<file path="config.mk">
export PLATFORM = sky130hd
export DESIGN_NAME = css_regs
export DESIGN_NICKNAME = d
export VERILOG_FILES = /design/src/shared/css_pkg.sv /design/src/hdl/css_regs.sv
export SDC_FILE = /design/constraint.sdc
export NUM_CORES = 1
export LEC_CHECK = 0
export ABC_AREA = 1
export BUFFER_PORTS_ARGS = -buffer_cell sky130_fd_sc_hd__buf_4
export CORE_ASPECT_RATIO = 1.25
export CORE_UTILIZATION = 40
export DETAILED_ROUTE_END_ITERATION = 8
export PLACE_DENSITY = 0.95
export SLEW_MARGIN = 40
export SYNTH_ARGS = -nofsm -noshare
export SYNTH_HDL_FRONTEND = slang
export SYNTH_SLANG_ARGS = --single-unit
</file>
<file path="constraint.sdc">
create_clock -name mclk_i -period 4.45 [get_ports mclk_i]
set_clock_uncertainty 0.1 [all_clocks]
set_input_delay 0.6675 -clock mclk_i [delete_from_list [all_inputs] [get_ports mclk_i]]
set_output_delay 0.6675 -clock mclk_i [all_outputs]
set_load 0.005 [all_outputs]
</file>
<file path="src/shared/css_pkg.sv">
// Package with constants and types for the cache select and control block.
package css_pkg;

	localparam logic [2:0] CSS_OPC1_SEL   = 3'h2;
	localparam logic [2:0] CSS_OPC1_IDENT = 3'h1;
	localparam logic [3:0] CSS_CRN_C0     = 4'h0;
	localparam logic [3:0] CSS_CRM_C0     = 4'h0;
	localparam logic [2:0] CSS_OPC2_ZERO  = 3'h0;
	localparam logic [2:0] CSS_OPC1_CTL   = 3'h0;
	localparam logic [3:0] CSS_CRN_C1     = 4'h1;

	localparam int CSS_SEL_IND_BIT = 0;
	localparam int CSS_CTL_TE_BIT  = 30;
	localparam int CSS_CTL_NM_BIT  = 27;
	localparam int CSS_CTL_EE_BIT  = 25;

	localparam logic [31:0] CSS_ZERO = 32'h0000_0000;

	localparam logic [1:0] CSS_STRAP_LAST = 2'h3;

	// One coprocessor access as presented by the pipeline.
	typedef struct packed {
		logic       valid;
		logic       write;
		logic       priv;
		logic [2:0] opc1;
		logic [3:0] crn;
		logic [3:0] crm;
		logic [2:0] opc2;
		logic [31:0] wdata;
	} css_cp_req_s;

	// Answer to one coprocessor access.
	typedef struct packed {
		logic        ack;
		logic        undef;
		logic [31:0] rdata;
	} css_cp_rsp_s;

endpackage

</file>
<file path="src/hdl/css_regs.sv">
// Cache size selection and upper system control register logic.
`timescale 1ns/1ns
// Contract
// - Selection register access only from privileged software.
// - Selection level bits 3 to 1 read zero, writes ignored.
// - Selection bit 0: one picks instruction cache, zero data cache.
// - Selection reached by opcode1 2, c0, c0, opcode2 0, read and write.
// - Size identification returns geometry of the selected cache.
// - System control register access only from privileged software.
// - Bit 30 picks the instruction state used on exception entry.
// - Bit 30 reset value comes from the state init pin.
// - Bit 27 read-only, reset value from its configuration pin.
// - Every exception copies bit 25 into the status endianness bit.
// - Bit 25 reset value comes from the endianness pin.
module css_regs
	import css_pkg::*;
#(
	parameter logic [31:0] ICACHE_GEOM = 32'h2000_0000,
	parameter logic [31:0] DCACHE_GEOM = 32'h7000_0000
)
(
	input  wire logic        mclk_i,
	input  wire logic        rst_n_i,
	input  wire css_cp_req_s req_i,
	output css_cp_rsp_s      rsp_o,
	input  wire logic        exception_state_init_pin_i,
	input  wire logic        nonmaskable_fast_irq_cfg_pin_i,
	input  wire logic        endianness_cfg_pin_i,
	input  wire logic        exception_i,
	output logic             exception_instr_state_o,
	output logic             nonmaskable_fast_irq_flag_o,
	output logic             exception_endianness_o,
	output logic             cps_endian_o,
	output logic             cps_endian_load_o
);

	logic        pin_te_m;
	logic        pin_te_s;
	logic        pin_nm_m;
	logic        pin_nm_s;
	logic        pin_ee_m;
	logic        pin_ee_s;
	logic        straps_done;
	logic        instr_or_data_select_q;
	logic        te_q;
	logic        nm_q;
	logic        ee_q;
	logic        hit_sel;
	logic        hit_ident;
	logic        hit_ctl;
	logic        hit_any;
	logic        ok;
	logic [31:0] rdata_d;

	function automatic logic decode(input css_cp_req_s r,
		input logic [2:0] o1, input logic [3:0] n, input logic [3:0] m,
		input logic [2:0] o2);
		decode = r.opc1 == o1 && r.crn == n && r.crm == m && r.opc2 == o2;
	endfunction

	// Strap pins are synchronised before any logic reads them.
	always_ff @(posedge mclk_i or negedge rst_n_i)
	begin
		if (!rst_n_i)
		begin
			pin_te_m <= 1'b0;
			pin_te_s <= 1'b0;
			pin_nm_m <= 1'b0;
			pin_nm_s <= 1'b0;
			pin_ee_m <= 1'b0;
			pin_ee_s <= 1'b0;
		end
		else
		begin
			pin_te_m <= exception_state_init_pin_i;
			pin_te_s <= pin_te_m;
			pin_nm_m <= nonmaskable_fast_irq_cfg_pin_i;
			pin_nm_s <= pin_nm_m;
			pin_ee_m <= endianness_cfg_pin_i;
			pin_ee_s <= pin_ee_m;
		end
	end

	// Straps are caught at the third edge after reset release.
	logic [1:0] strap_cnt_q;
	always_ff @(posedge mclk_i or negedge rst_n_i)
	begin
		if (!rst_n_i)
			strap_cnt_q <= 2'h0;
		else if (strap_cnt_q != CSS_STRAP_LAST)
			strap_cnt_q <= strap_cnt_q + 2'h1;
	end
	assign straps_done = strap_cnt_q == CSS_STRAP_LAST;

	assign hit_sel   = decode(req_i, CSS_OPC1_SEL, CSS_CRN_C0, CSS_CRM_C0,
		CSS_OPC2_ZERO);
	assign hit_ident = decode(req_i, CSS_OPC1_IDENT, CSS_CRN_C0,
		CSS_CRM_C0, CSS_OPC2_ZERO);
	assign hit_ctl   = decode(req_i, CSS_OPC1_CTL, CSS_CRN_C1, CSS_CRM_C0,
		CSS_OPC2_ZERO);
	assign hit_any = hit_sel || hit_ident || hit_ctl;
	assign ok = req_i.valid && req_i.priv && hit_any && straps_done;

	always_ff @(posedge mclk_i or negedge rst_n_i)
	begin
		if (!rst_n_i)
			instr_or_data_select_q <= 1'b0;
		else if (ok && req_i.write && hit_sel)
			instr_or_data_select_q <= req_i.wdata[CSS_SEL_IND_BIT];
	end

	always_ff @(posedge mclk_i or negedge rst_n_i)
	begin
		if (!rst_n_i)
		begin
			te_q <= 1'b0;
			nm_q <= 1'b0;
			ee_q <= 1'b0;
		end
		else if (!straps_done)
		begin
			te_q <= pin_te_s;
			nm_q <= pin_nm_s;
			ee_q <= pin_ee_s;
		end
		else if (ok && req_i.write && hit_ctl)
		begin
			te_q <= req_i.wdata[CSS_CTL_TE_BIT];
			ee_q <= req_i.wdata[CSS_CTL_EE_BIT];
		end
	end

	always_comb
	begin
		rdata_d = CSS_ZERO;
		if (hit_sel)
			rdata_d[CSS_SEL_IND_BIT] = instr_or_data_select_q;
		else if (hit_ident)
			rdata_d = instr_or_data_select_q ? ICACHE_GEOM : DCACHE_GEOM;
		else if (hit_ctl)
		begin
			rdata_d[CSS_CTL_TE_BIT] = te_q;
			rdata_d[CSS_CTL_NM_BIT] = nm_q;
			rdata_d[CSS_CTL_EE_BIT] = ee_q;
		end
	end

	always_ff @(posedge mclk_i or negedge rst_n_i)
	begin
		if (!rst_n_i)
		begin
			rsp_o <= '0;
		end
		else
		begin
			rsp_o.ack   <= req_i.valid;
			rsp_o.undef <= req_i.valid && !ok;
			rsp_o.rdata <= (ok && !req_i.write) ? rdata_d : CSS_ZERO;
		end
	end

	always_ff @(posedge mclk_i or negedge rst_n_i)
	begin
		if (!rst_n_i)
		begin
			cps_endian_o      <= 1'b0;
			cps_endian_load_o <= 1'b0;
		end
		else
		begin
			cps_endian_load_o <= exception_i;
			if (exception_i)
				cps_endian_o <= ee_q;
		end
	end

	assign exception_instr_state_o     = te_q;
	assign nonmaskable_fast_irq_flag_o = nm_q;
	assign exception_endianness_o      = ee_q;
endmodule

</file>
==> impl_metrics.env, run 1 <==
export IMPL_status="completed"
export IMPL_h_tree_depth=1
export IMPL_crit_type="flop to flop"
export IMPL_ys_top_cells_by_area="dfrtp_1 50%, buf_4 18%, nor2_1 6.8%"
export IMPL_drc=0
export IMPL_muxShareOfSynthArea_pct=1.94
export IMPL_layout_min_cycle_time_ps=1680
export IMPL_die_area_sq_um=2960
export IMPL_ctsHoldBuffers=0
export IMPL_placed_cell_area_sq_um=1320
export IMPL_hp_class="input port to async pin"
export IMPL_max_freq_ghz=0.596
export IMPL_r2r_slack_ps=2770
export IMPL_antenna_found_initial=0
export IMPL_pwr_density_cell_nw_per_um2=290
export IMPL_critical_path_required_ps=4570
export IMPL_initial_core_util_pct=43.4
export IMPL_io_buffers=38
export IMPL_area_growth_pct=24.6
export IMPL_place_gp_congestion=0.825
export IMPL_ys_ff_latch=22
export IMPL_synth_area_per_cell_sq_um=9.54
export IMPL_crit_path_end_kind="flop"
export IMPL_ys_seq_area_share_pct=50.2
export IMPL_drive_gt1_share_pct=35.5
export IMPL_vias=768
export IMPL_top_regs="rsp_o x8, strap_cnt_q x2"
export IMPL_grt_pass1_vias=708
export IMPL_clock_sinks=22
export IMPL_final_area_sq_um=1370
export IMPL_ys_warn_count=0
export IMPL_routed_wl_um=1680
export IMPL_largest_register_ffs=8
export IMPL_synth_top_area_share_pct=50.2
export IMPL_coreArea_sq_um=2530
export IMPL_cts_tree="yes"
export IMPL_synthXorXnorAreaFrac_pct=0.798
export IMPL_max_clock_path_buffers=2
export IMPL_crit_path_start_kind="flop"
export IMPL_postCtsSetupBuffers=0
export IMPL_r2r_start="strap_cnt_q[0]"
export IMPL_vias_per_cell=4.09
export IMPL_setup_viol=0
export IMPL_timing_final_ws_setup_ps=2770
export IMPL_dieHeight_um=60.6
export IMPL_cp_arrival_ps=1800
export IMPL_timing_final_crit_share_pct=37.7
export IMPL_cts_resized=0
export IMPL_synthCells=115
export IMPL_cap_violations=0
export IMPL_synth_simple_area_share_pct=20.9
export IMPL_detail_route_wl_per_cell_um=8.94
export IMPL_fin_tns_setup_ps=0
export IMPL_cts_made_buffers=3
export IMPL_grt_overflow=0
export IMPL_synth_compound_area_share_pct=3.19
export IMPL_path_clk_slew_ps=110
export IMPL_ant_nets=0
export IMPL_drt_pass1_iter_count=4
export IMPL_clock_latency_ps=300
export IMPL_io_pins=94
export IMPL_synth_top_family_by_area="buffers and inverters"
export IMPL_gr_usage_all_layers_pct=12.8
export IMPL_grt_max_degree=23
export IMPL_drt_initial_drc_count=3
export IMPL_die_w_um=48.8
export IMPL_grt_pass1_wl_um=2860
export IMPL_synthAdderAreaFrac_pct=1.14
export IMPL_hpwlAfterDp_um=1420
export IMPL_synth_cell_types=23
export IMPL_reg2reg_depth=6
export IMPL_fp_row_count=20
export IMPL_fin_nets=212
export IMPL_vdd_drop_max_uv=230
export IMPL_n_antenna_cell=0
export IMPL_post_place_ws_ps=2580
export IMPL_reg2reg_to="exception_endianness_o"
export IMPL_leakage_nw=0.768
export IMPL_hold_viol_final=0
export IMPL_synth_area_sq_um=1100
export IMPL_rsz0062_at_grt="false"
export IMPL_regMostFlops="rsp_o"
export IMPL_synth_largest_area_cell="dfrtp_1"
export IMPL_cp_max_fo=9
export IMPL_holdWs_ps=124
export IMPL_finalMaxSlewViolations=0
export IMPL_cts_root_buf="clkbuf_4"
[critical path, cell delays in order, from the launching register on]
cell and delay [ps]:
dfrtp_1 390, ha_1 350, and3_1 330, nand4_1 120, nand2_1 120, o211ai_1 90
o21ai_0 100
[cells in the mapped netlist]
master / instances
buf_4: 27
nand4_1: 2
and3_1: 1
nand2_2: 4
o211ai_1: 1
mux2_2: 1
ha_1: 1
nand3b_4: 1
dfrtp_1: 22
mux2i_1: 1
nor2_2: 3
nor2_4: 1
a21oi_1: 3
xnor2_1: 1
o21ai_0: 1
nand2_1: 12
nand3_2: 1
nor3_1: 1
conb_1: 1
nor2_1: 20
inv_1: 7
inv_2: 2
a21boi_0: 1
[layout make-up]
| type | instances | area, sq um |
|---|---|---|
| Fill cell | 244 | 1160 |
| Sequential cell | 22 | 551 |
| Multi-Input combinational cell | 82 | 404 |
| Timing Repair Buffer | 38 | 285 |
| Tap cell | 33 | 41.3 |
| Inverter | 9 | 33.8 |
| Clock inverter | 1 | 30.0 |
| Clock buffer | 3 | 22.5 |
[through the flow]
| stage | utilization (%) | total power [W] | instances |
|---|---|---|---|
| after floorplan | - | 0.000242 | 140 |
| final | 54.1 | 0.000397 | 188 |
| after global placement | 52.0 | 0.000253 | 184 |
| after CTS | 54.1 | 0.000403 | 188 |
| after global routing | 54.1 | 0.000420 | 188 |
| after detailed placement | 52.0 | 0.000255 | 184 |
[power by group]
group / internal (W) / total (W) / switching [W]
sequential: 0.000206 / 0.000208 / 0.00000216
combinational: 0.0000219 / 0.0000424 / 0.0000205
clock: 0.0000910 / 0.000146 / 0.0000554
total: 0.000319 / 0.000397 / 0.0000780
[cell families (layout without fill, tap and decap cells)]
family	Yosys count	count (layout)
adders and majority gates	1	1
AOI/OAI and AO/OA	6	6
other	1	26
muxes	2	2
xor gates and xnor gates	1	1
and+or+nand+nor	46	46
DFF	22	22
buffers and inverters	36	51
[cells in the final DEF, fill, tap and decap left out]
master,instances
buf_4,38
conb_1,26
dfrtp_1,22
nor2_1,20
nand2_1,12
inv_1,7
nand2_2,4
nor2_2,3
a21oi_1,3
clkbuf_4,3
inv_2,2
nand4_1,2
nor2_4,1
nand3_2,1
and3_1,1
nand3b_4,1
nor3_1,1
a21boi_0,1
mux2_2,1
mux2i_1,1
o211ai_1,1
o21ai_0,1
xnor2_1,1
ha_1,1
bufinv_16,1
[metal layers]
metal  routed length, um  up-vias  track usage, %
met5                   0        -               0
met4                   0        0            2.94
met3                 157        0            4.51
met2                 911       44            26.4
met1                 610      342            12.0
li1                    -      382               -
[worst max-delay path by stage]
stage	start	end	depth (start not counted)
final	strap_cnt_q[0]	exception_endianness_o	6
after global routing	strap_cnt_q[0]	exception_endianness_o	6
after CTS	strap_cnt_q[0]	exception_endianness_o	6
after detailed placement	req_i[38]	rsp_o[27]	10
after global placement	req_i[36]	rsp_o[27]	10
after floorplan	req_i[33]	rsp_o[25]	9
No activity file was read; power rests on OpenSTA's default activity.
==> run 2: changes to the inputs <==
--- a/config.mk
+++ b/config.mk
@@ -8,9 +8,9 @@
 export ABC_AREA = 1
 export BUFFER_PORTS_ARGS = -buffer_cell sky130_fd_sc_hd__buf_4
 export CORE_ASPECT_RATIO = 1.25
-export CORE_UTILIZATION = 40
+export CORE_UTILIZATION = 34
 export DETAILED_ROUTE_END_ITERATION = 8
-export PLACE_DENSITY = 0.95
+export PLACE_DENSITY = 0.87
 export SLEW_MARGIN = 40
 export SYNTH_ARGS = -nofsm -noshare
 export SYNTH_HDL_FRONTEND = slang
==> constraint.sdc (replaced) <==
create_clock -name mclk_i -period 1.4 [get_ports mclk_i]
set_clock_uncertainty 0.1 [all_clocks]
set_input_delay 0.21 -clock mclk_i [delete_from_list [all_inputs] [get_ports mclk_i]]
set_output_delay 0.21 -clock mclk_i [all_outputs]
set_load 0.005 [all_outputs]
==> run 2 against run 1 <==
  * Routed wire length is 8.6% higher
  * Clock-buffer cell count stayed put
  * Global-route usage is 1.3 points lower
  * Critical path type unchanged
  * Non-clock buffer count is 8 higher
  * Largest cell class unchanged
  * Worst hold slack worse by 90 ps
  * Register-to-register slack worse by 2700 ps
  * Final area is 7.0% higher
==> impl_metrics.env, run 2 (synthesis gave the netlist of run 1 again) <==
export IMPL_status="completed"
export IMPL_n_antenna_cell=0
export IMPL_clock_sinks=22
export IMPL_r2r_start="strap_cnt_q[1]"
export IMPL_crit_type="flop to flop"
export IMPL_cts_root_buf="clkbuf_4"
export IMPL_worstPathCellList="ha_2 > and3_4 > nand4_1 > nand2_2 > o211ai_1 > o21ai_1"
export IMPL_top_regs="rsp_o x8, strap_cnt_q x2"
export IMPL_whs_path_depth=3
export IMPL_grt_overflow=0
export IMPL_final_core_util_pct=48.7
export IMPL_critical_path_top_delay_family="flip-flops"
export IMPL_h_tree_depth=1
export IMPL_coreArea_sq_um=3000
export IMPL_cts_made_buffers=3
export IMPL_p_sw_w=0.000266
export IMPL_max_freq_ghz=0.739
export IMPL_min_from="req_i[0]"
export IMPL_r2r_slack_ps=50
export IMPL_cp_slowest_cell="dfrtp_1"
export IMPL_drt_initial_drc_count=14
export IMPL_intPower_w=0.00103
export IMPL_power_frac_clock_pct=37.1
export IMPL_path_buf_inv=0
export IMPL_regMostFlops="rsp_o"
export IMPL_hp_class="input port to flop"
export IMPL_reg2reg_depth=6
export IMPL_grt_max_degree=23
export IMPL_leakage_nw=0.800
export IMPL_max_clock_path_buffers=2
export IMPL_finalMaxSlewViolations=0
export IMPL_io_pins=94
export IMPL_critical_path_required_ps=1510
export IMPL_ant_nets=0
export IMPL_pwr_density_cell_nw_per_um2=884
export IMPL_layout_min_cycle_time_ps=1350
export IMPL_reg2reg_to="exception_endianness_o"
export IMPL_largest_register_ffs=8
export IMPL_io_buffers=38
export IMPL_post_place_ws_ps=-32.2
export IMPL_swShare_pct=20.6
export IMPL_cp_max_fo=4
export IMPL_max_stage_delay_ps=400
export IMPL_seq_power_share_pct=51.2
export IMPL_fin_nets=220
export IMPL_die_area_sq_um=3460
export IMPL_dieHeight_um=65.5
export IMPL_initial_core_util_pct=36.6
export IMPL_die_w_um=52.8
export IMPL_drive_gt1_share_pct=38.0
export IMPL_drc=0
export IMPL_placed_cell_area_sq_um=1330
export IMPL_vias_per_cell=4.01
export IMPL_setup_viol=0
export IMPL_grt_pass1_wl_um=2920
export IMPL_timing_final_ws_setup_ps=47.4
export IMPL_drt_pass1_iter_count=4
export IMPL_hpwlAfterDp_um=1430
export IMPL_antenna_found_initial=0
export IMPL_routed_wl_um=1820
export IMPL_cp_arrival_ps=1460
export IMPL_timing_final_crit_share_pct=96.6
export IMPL_power_frac_comb_pct=11.7
export IMPL_hold_viol_final=0
export IMPL_place_gp_congestion=0.695
export IMPL_fp_row_count=22
export IMPL_vdd_drop_max_uv=641
export IMPL_cap_violations=0
export IMPL_clock_latency_ps=310
export IMPL_final_area_sq_um=1460
export IMPL_final_common_cell="buf_4"
export IMPL_crit_path_start_kind="flop"
export IMPL_fillCellCount=277
export IMPL_vias=797
export IMPL_grt_pass1_vias=733
export IMPL_path_clk_slew_ps=130
export IMPL_rsz0062_at_grt="false"
export IMPL_detail_route_wl_per_cell_um=9.17
export IMPL_gr_usage_all_layers_pct=11.5
export IMPL_cts_tree="yes"
export IMPL_layout_common_cells="40 x buf_4, 26 x conb_1, 22 x dfrtp_1, 19 x nor2_1, 11 x nand2_1"
export IMPL_whs_endpoint="instr_or_data_select_q"
export IMPL_area_growth_pct=33.3
export IMPL_crit_path_end_kind="flop"
-- run 2: timing repair --
item                       4_1_cts  5_1_grt
pin swaps                        0        3
hold endpoints to repair        28        0
buffers inserted                 1        0
gates resized for setup          0        3
hold buffers                     6        0
setup endpoints to repair        1        2
-- run 2: power by group through the flow --
| stage | logic [W] | registers (W) | clock network (W) |
|---|---|---|---|
| floorplan | 0.0000957 | 0.000676 | 0 |
| global placement | 0.000133 | 0.000674 | 0 |
| detailed placement | 0.000137 | 0.000675 | 0 |
| CTS | 0.000150 | 0.000663 | 0.000492 |
| global route | 0.000170 | 0.000665 | 0.000518 |
| finish | 0.000151 | 0.000663 | 0.000480 |
-- run 2: worst max-delay path by stage --
stage | startpoint | endpoint | slack (ps) | depth (start not counted)
after floorplan | strap_cnt_q[0] | exception_endianness_o | 20 | 7
final | strap_cnt_q[1] | exception_endianness_o | 50 | 6
after detailed placement | req_i[36] | rsp_o[27] | -30 | 10
after global routing | strap_cnt_q[0] | exception_endianness_o | 5 | 6
after global placement | req_i[42] | rsp_o[27] | 40 | 10
after CTS | strap_cnt_q[0] | exception_instr_state_o | 20 | 6
-- run 2: per-layer routing --
layer	track usage, %	vias to the layer above	share of wire [%]	wire, um
met1	11.1	355	37	671
li1	-	397	-	-
met2	21.8	45	53	964
met5	0	-	0	0
met3	3.70	0	10	188
met4	3.95	0	0	0
-- run 2: area by class of cell --
type | count | area [sq um] | share of cell area, %
Multi-Input combinational cell | 82 | 420 | 28.7
Timing Repair Buffer | 46 | 360 | 24.6
Sequential cell | 22 | 551 | 37.6
Inverter | 9 | 33.8 | 2.31
Tap cell | 36 | 45.0 | 3.08
Clock buffer | 3 | 22.5 | 1.54
Clock inverter | 1 | 30.0 | 2.05
-- run 2: through the flow --
stage	power (W)	instances	hold slack (ps)	TNS [ps]
CTS	0.00131	199	31.9	0
global route	0.00135	199	21.6	0
global placement	0.000807	188	5.30	0
finish	0.00129	199	34.7	0
floorplan	0.000771	140	-186	0
detailed placement	0.000812	188	11.2	-67.7
-- run 2: tightest hold or removal path: stages --
cell,delay [ps]
buf_4,80
nor2_1,30
nor2_1,80
==> run 3: changes to the inputs <==
--- a/config.mk
+++ b/config.mk
@@ -5,7 +5,6 @@
 export SDC_FILE = /design/constraint.sdc
 export NUM_CORES = 1
 export LEC_CHECK = 0
-export ABC_AREA = 1
 export BUFFER_PORTS_ARGS = -buffer_cell sky130_fd_sc_hd__buf_4
 export CORE_ASPECT_RATIO = 1.25
 export CORE_UTILIZATION = 34
==> run 3 against run 2 <==
  * The run now ends with negative setup slack left
  * Sequential cell count stayed put
  * Sequential share of layout area is 0.29 points lower
  * Synthesized area is 0.80% lower
  * Critical path depth is 1 lower
  * Clock-buffer cell count stayed put
  * Worst hold slack better by 18 ps
  * Via count is 2.9% lower
  * Maximum frequency is 12% lower
  * First-iteration DRC count is 93% lower
  * Cell count is 10% lower
  * Setup slack worse by 190 ps
  * Largest cell class unchanged
  * Highest routed layer is now met4
==> impl_metrics.env, run 3 <==
export IMPL_layout_common_cells="43 x buf_4, 26 x conb_1, 22 x dfrtp_1, 6 x dlygate4sd3_1, 5 x nor2_1"
export IMPL_fin_tns_setup_ps=-581
export IMPL_cts_made_buffers=3
export IMPL_rsz0062_at_grt="true"
export IMPL_cp_max_fo=2
export IMPL_detail_route_wl_per_cell_um=11.7
export IMPL_ys_ff_latch=22
export IMPL_io_buffers=38
export IMPL_n_antenna_cell=0
export IMPL_top_regs="rsp_o x8, strap_cnt_q x2"
export IMPL_crit_type="flop to flop"
export IMPL_reg2reg_to="instr_or_data_select_q"
export IMPL_final_cells=179
export IMPL_synthTopCellsByCount="27 x buf_4, 22 x dfrtp_1, 6 x and3_1"
export IMPL_dp_cells=169
export IMPL_clock_latency_ps=290
export IMPL_synth_area_per_cell_sq_um=11.7
export IMPL_crit_path_end_kind="flop"
export IMPL_fp_row_count=22
export IMPL_largest_register_ffs=8
export IMPL_io_pins=94
export IMPL_synth_edff_count=0
export IMPL_drt_initial_drc_count=1
export IMPL_routed_wl_um=2090
export IMPL_ys_top_cells_by_area="dfrtp_1 51%, buf_4 19%, nor4_4 3.9%"
export IMPL_fillCellCount=288
export IMPL_fin_total_pwr_w=0.00110
export IMPL_hp_class="input port to flop"
export IMPL_grt_overflow=0
export IMPL_drive_gt1_share_pct=44.1
export IMPL_ys_seq_area_share_pct=50.6
export IMPL_hold_viol_final=0
export IMPL_post_place_ws_ps=-122
export IMPL_hpwlAfterDp_um=1610
export IMPL_timing_final_crit_share_pct=110
export IMPL_max_clock_path_buffers=2
export IMPL_reg2reg_depth=5
export IMPL_h_tree_depth=1
export IMPL_clock_sinks=22
export IMPL_cp_arrival_ps=1620
export IMPL_drt_pass1_iter_count=3
export IMPL_synth_top_area_share_pct=50.6
export IMPL_grt_pass1_vias=781
export IMPL_crit_path_end="instr_or_data_select_q"
export IMPL_crit_start="strap_cnt_q[0]"
export IMPL_r2r_start="strap_cnt_q[0]"
export IMPL_antenna_found_initial=0
export IMPL_synth_cell_types=24
export IMPL_cap_violations=0
export IMPL_post_synth_top_count_cell="buf_4"
export IMPL_drc=0
export IMPL_gr_usage_all_layers_pct=12.6
export IMPL_final_common_cell="buf_4"
export IMPL_ant_nets=0
export IMPL_leakage_nw=0.740
export IMPL_r2r_slack_ps=-140
export IMPL_dieHeight_um=65.3
export IMPL_area_growth_pct=35.4
export IMPL_grt_max_degree=23
export IMPL_initial_core_util_pct=36.3
export IMPL_die_area_sq_um=3430
export IMPL_timing_final_ws_setup_ps=-142
export IMPL_vdd_drop_max_uv=793
export IMPL_path_clk_slew_ps=110
export IMPL_cts_root_buf="clkbuf_4"
export IMPL_fin_nets=201
export IMPL_place_gp_congestion=0.780
export IMPL_synth_ff_type="dfrtp_1"
export IMPL_finalMaxSlewViolations=0
export IMPL_layout_min_cycle_time_ps=1540
export IMPL_coreArea_sq_um=3000
export IMPL_violations="negative setup slack"
export IMPL_synth_largest_area_cell="dfrtp_1"
export IMPL_async_flop_share_pct=100
export IMPL_synthCells=93
export IMPL_crit_path_start_kind="flop"
export IMPL_cts_tree="yes"
export IMPL_max_freq_ghz=0.649
export IMPL_ys_warn_count=0
export IMPL_setup_viol=9
export IMPL_pwr_density_cell_nw_per_um2=744
export IMPL_regMostFlops="rsp_o"
export IMPL_die_w_um=52.6
export IMPL_holdWs_ps=53.1
export IMPL_vias=774
export IMPL_status="complete, but fails checks"
export IMPL_vias_per_cell=4.32
export IMPL_critical_path_required_ps=1480
export IMPL_grt_pass1_wl_um=3240
export IMPL_synth_area_sq_um=1090
[run 3: changes by cell type in the layout (fill, tap and decap cells not counted), sizes merged, moves of 3 or more]
cell / previous run / this run
nand2: 16 / 0
mux2: 1 / 4
a31oi: 0 / 4
inv: 9 / 2
nor2: 24 / 5
and3: 1 / 6
buf: 40 / 43
[run 3: worst min-delay path by stage]
stage / cells past startpoint / end / from
4_1_cts: 2 / instr_or_data_select_q / req_i[0]
5_1_grt: 2 / instr_or_data_select_q / req_i[0]
2_1_floorplan: 0 / cps_endian_load_o / rst_n_i
3_3_place_gp: 1 / rsp_o[29] / rst_n_i
6_report: 2 / instr_or_data_select_q / req_i[0]
3_5_place_dp: 1 / rsp_o[0] / rst_n_i
[run 3: kinds of logic after synthesis]
| logic type | synth area share (%) |
|---|---|
| xor gates and xnor gates | 1.61 |
| buffers and inverters | 19.3 |
| and+or+nand+nor | 17.9 |
| muxes | 4.14 |
| other | 0.344 |
| DFF | 50.6 |
| adders and majority gates | 1.15 |
| AOI/OAI and AO/OA | 4.94 |
[run 3: final cells by class]
type	instances	area, sq um	share of cell area (%)
Timing Repair Buffer	49	383	26.0
Multi-Input combinational cell	67	465	31.6
Sequential cell	22	551	37.4
Tap cell	36	45.0	3.06
Clock buffer	3	22.5	1.53
Inverter	2	7.51	0.509
[run 3: timing repair]
action | 4_1_cts | 5_1_grt
setup endpoints to repair | 9 | 9
hold buffers | 6 | 0
gates resized for setup | 1 | 5
setup buffers | 1 | 0
hold endpoints to repair | 27 | 0
[run 3: per-layer routing]
| metal | routed length, um | global-route usage [%] |
|---|---|---|
| met2 | 1250 | 25.2 |
| met3 | 134 | 4.17 |
| met5 | 0 | 0 |
| met1 | 681 | 11.7 |
| met4 | 27 | 2.96 |
[run 3: per-stage QoR]
stage	area (sq um)	util, %
2_1_floorplan	1200	-
3_3_place_gp	1360	45.2
3_5_place_dp	1360	45.2
4_1_cts	1450	48.4
5_1_grt	1470	49.1
6_report	1470	49.1
[run 3: worst max-delay path, stage by stage (launching register included)]
cell	delay, ps
dfrtp_1	370
ha_2	170
and4_1	200
and3_4	200
nand3_2	80
mux2_4	310
[run 3: where the power goes]
group / internal (W) / total [W] / switching, W / leakage [nW]
clock: 0.000100 / 0.000264 / 0.000164 / 0.0138
combinational: 0.0000913 / 0.000169 / 0.0000774 / 0.459
sequential: 0.000655 / 0.000664 / 0.00000894 / 0.267
total: 0.000847 / 0.00110 / 0.000250 / 0.740
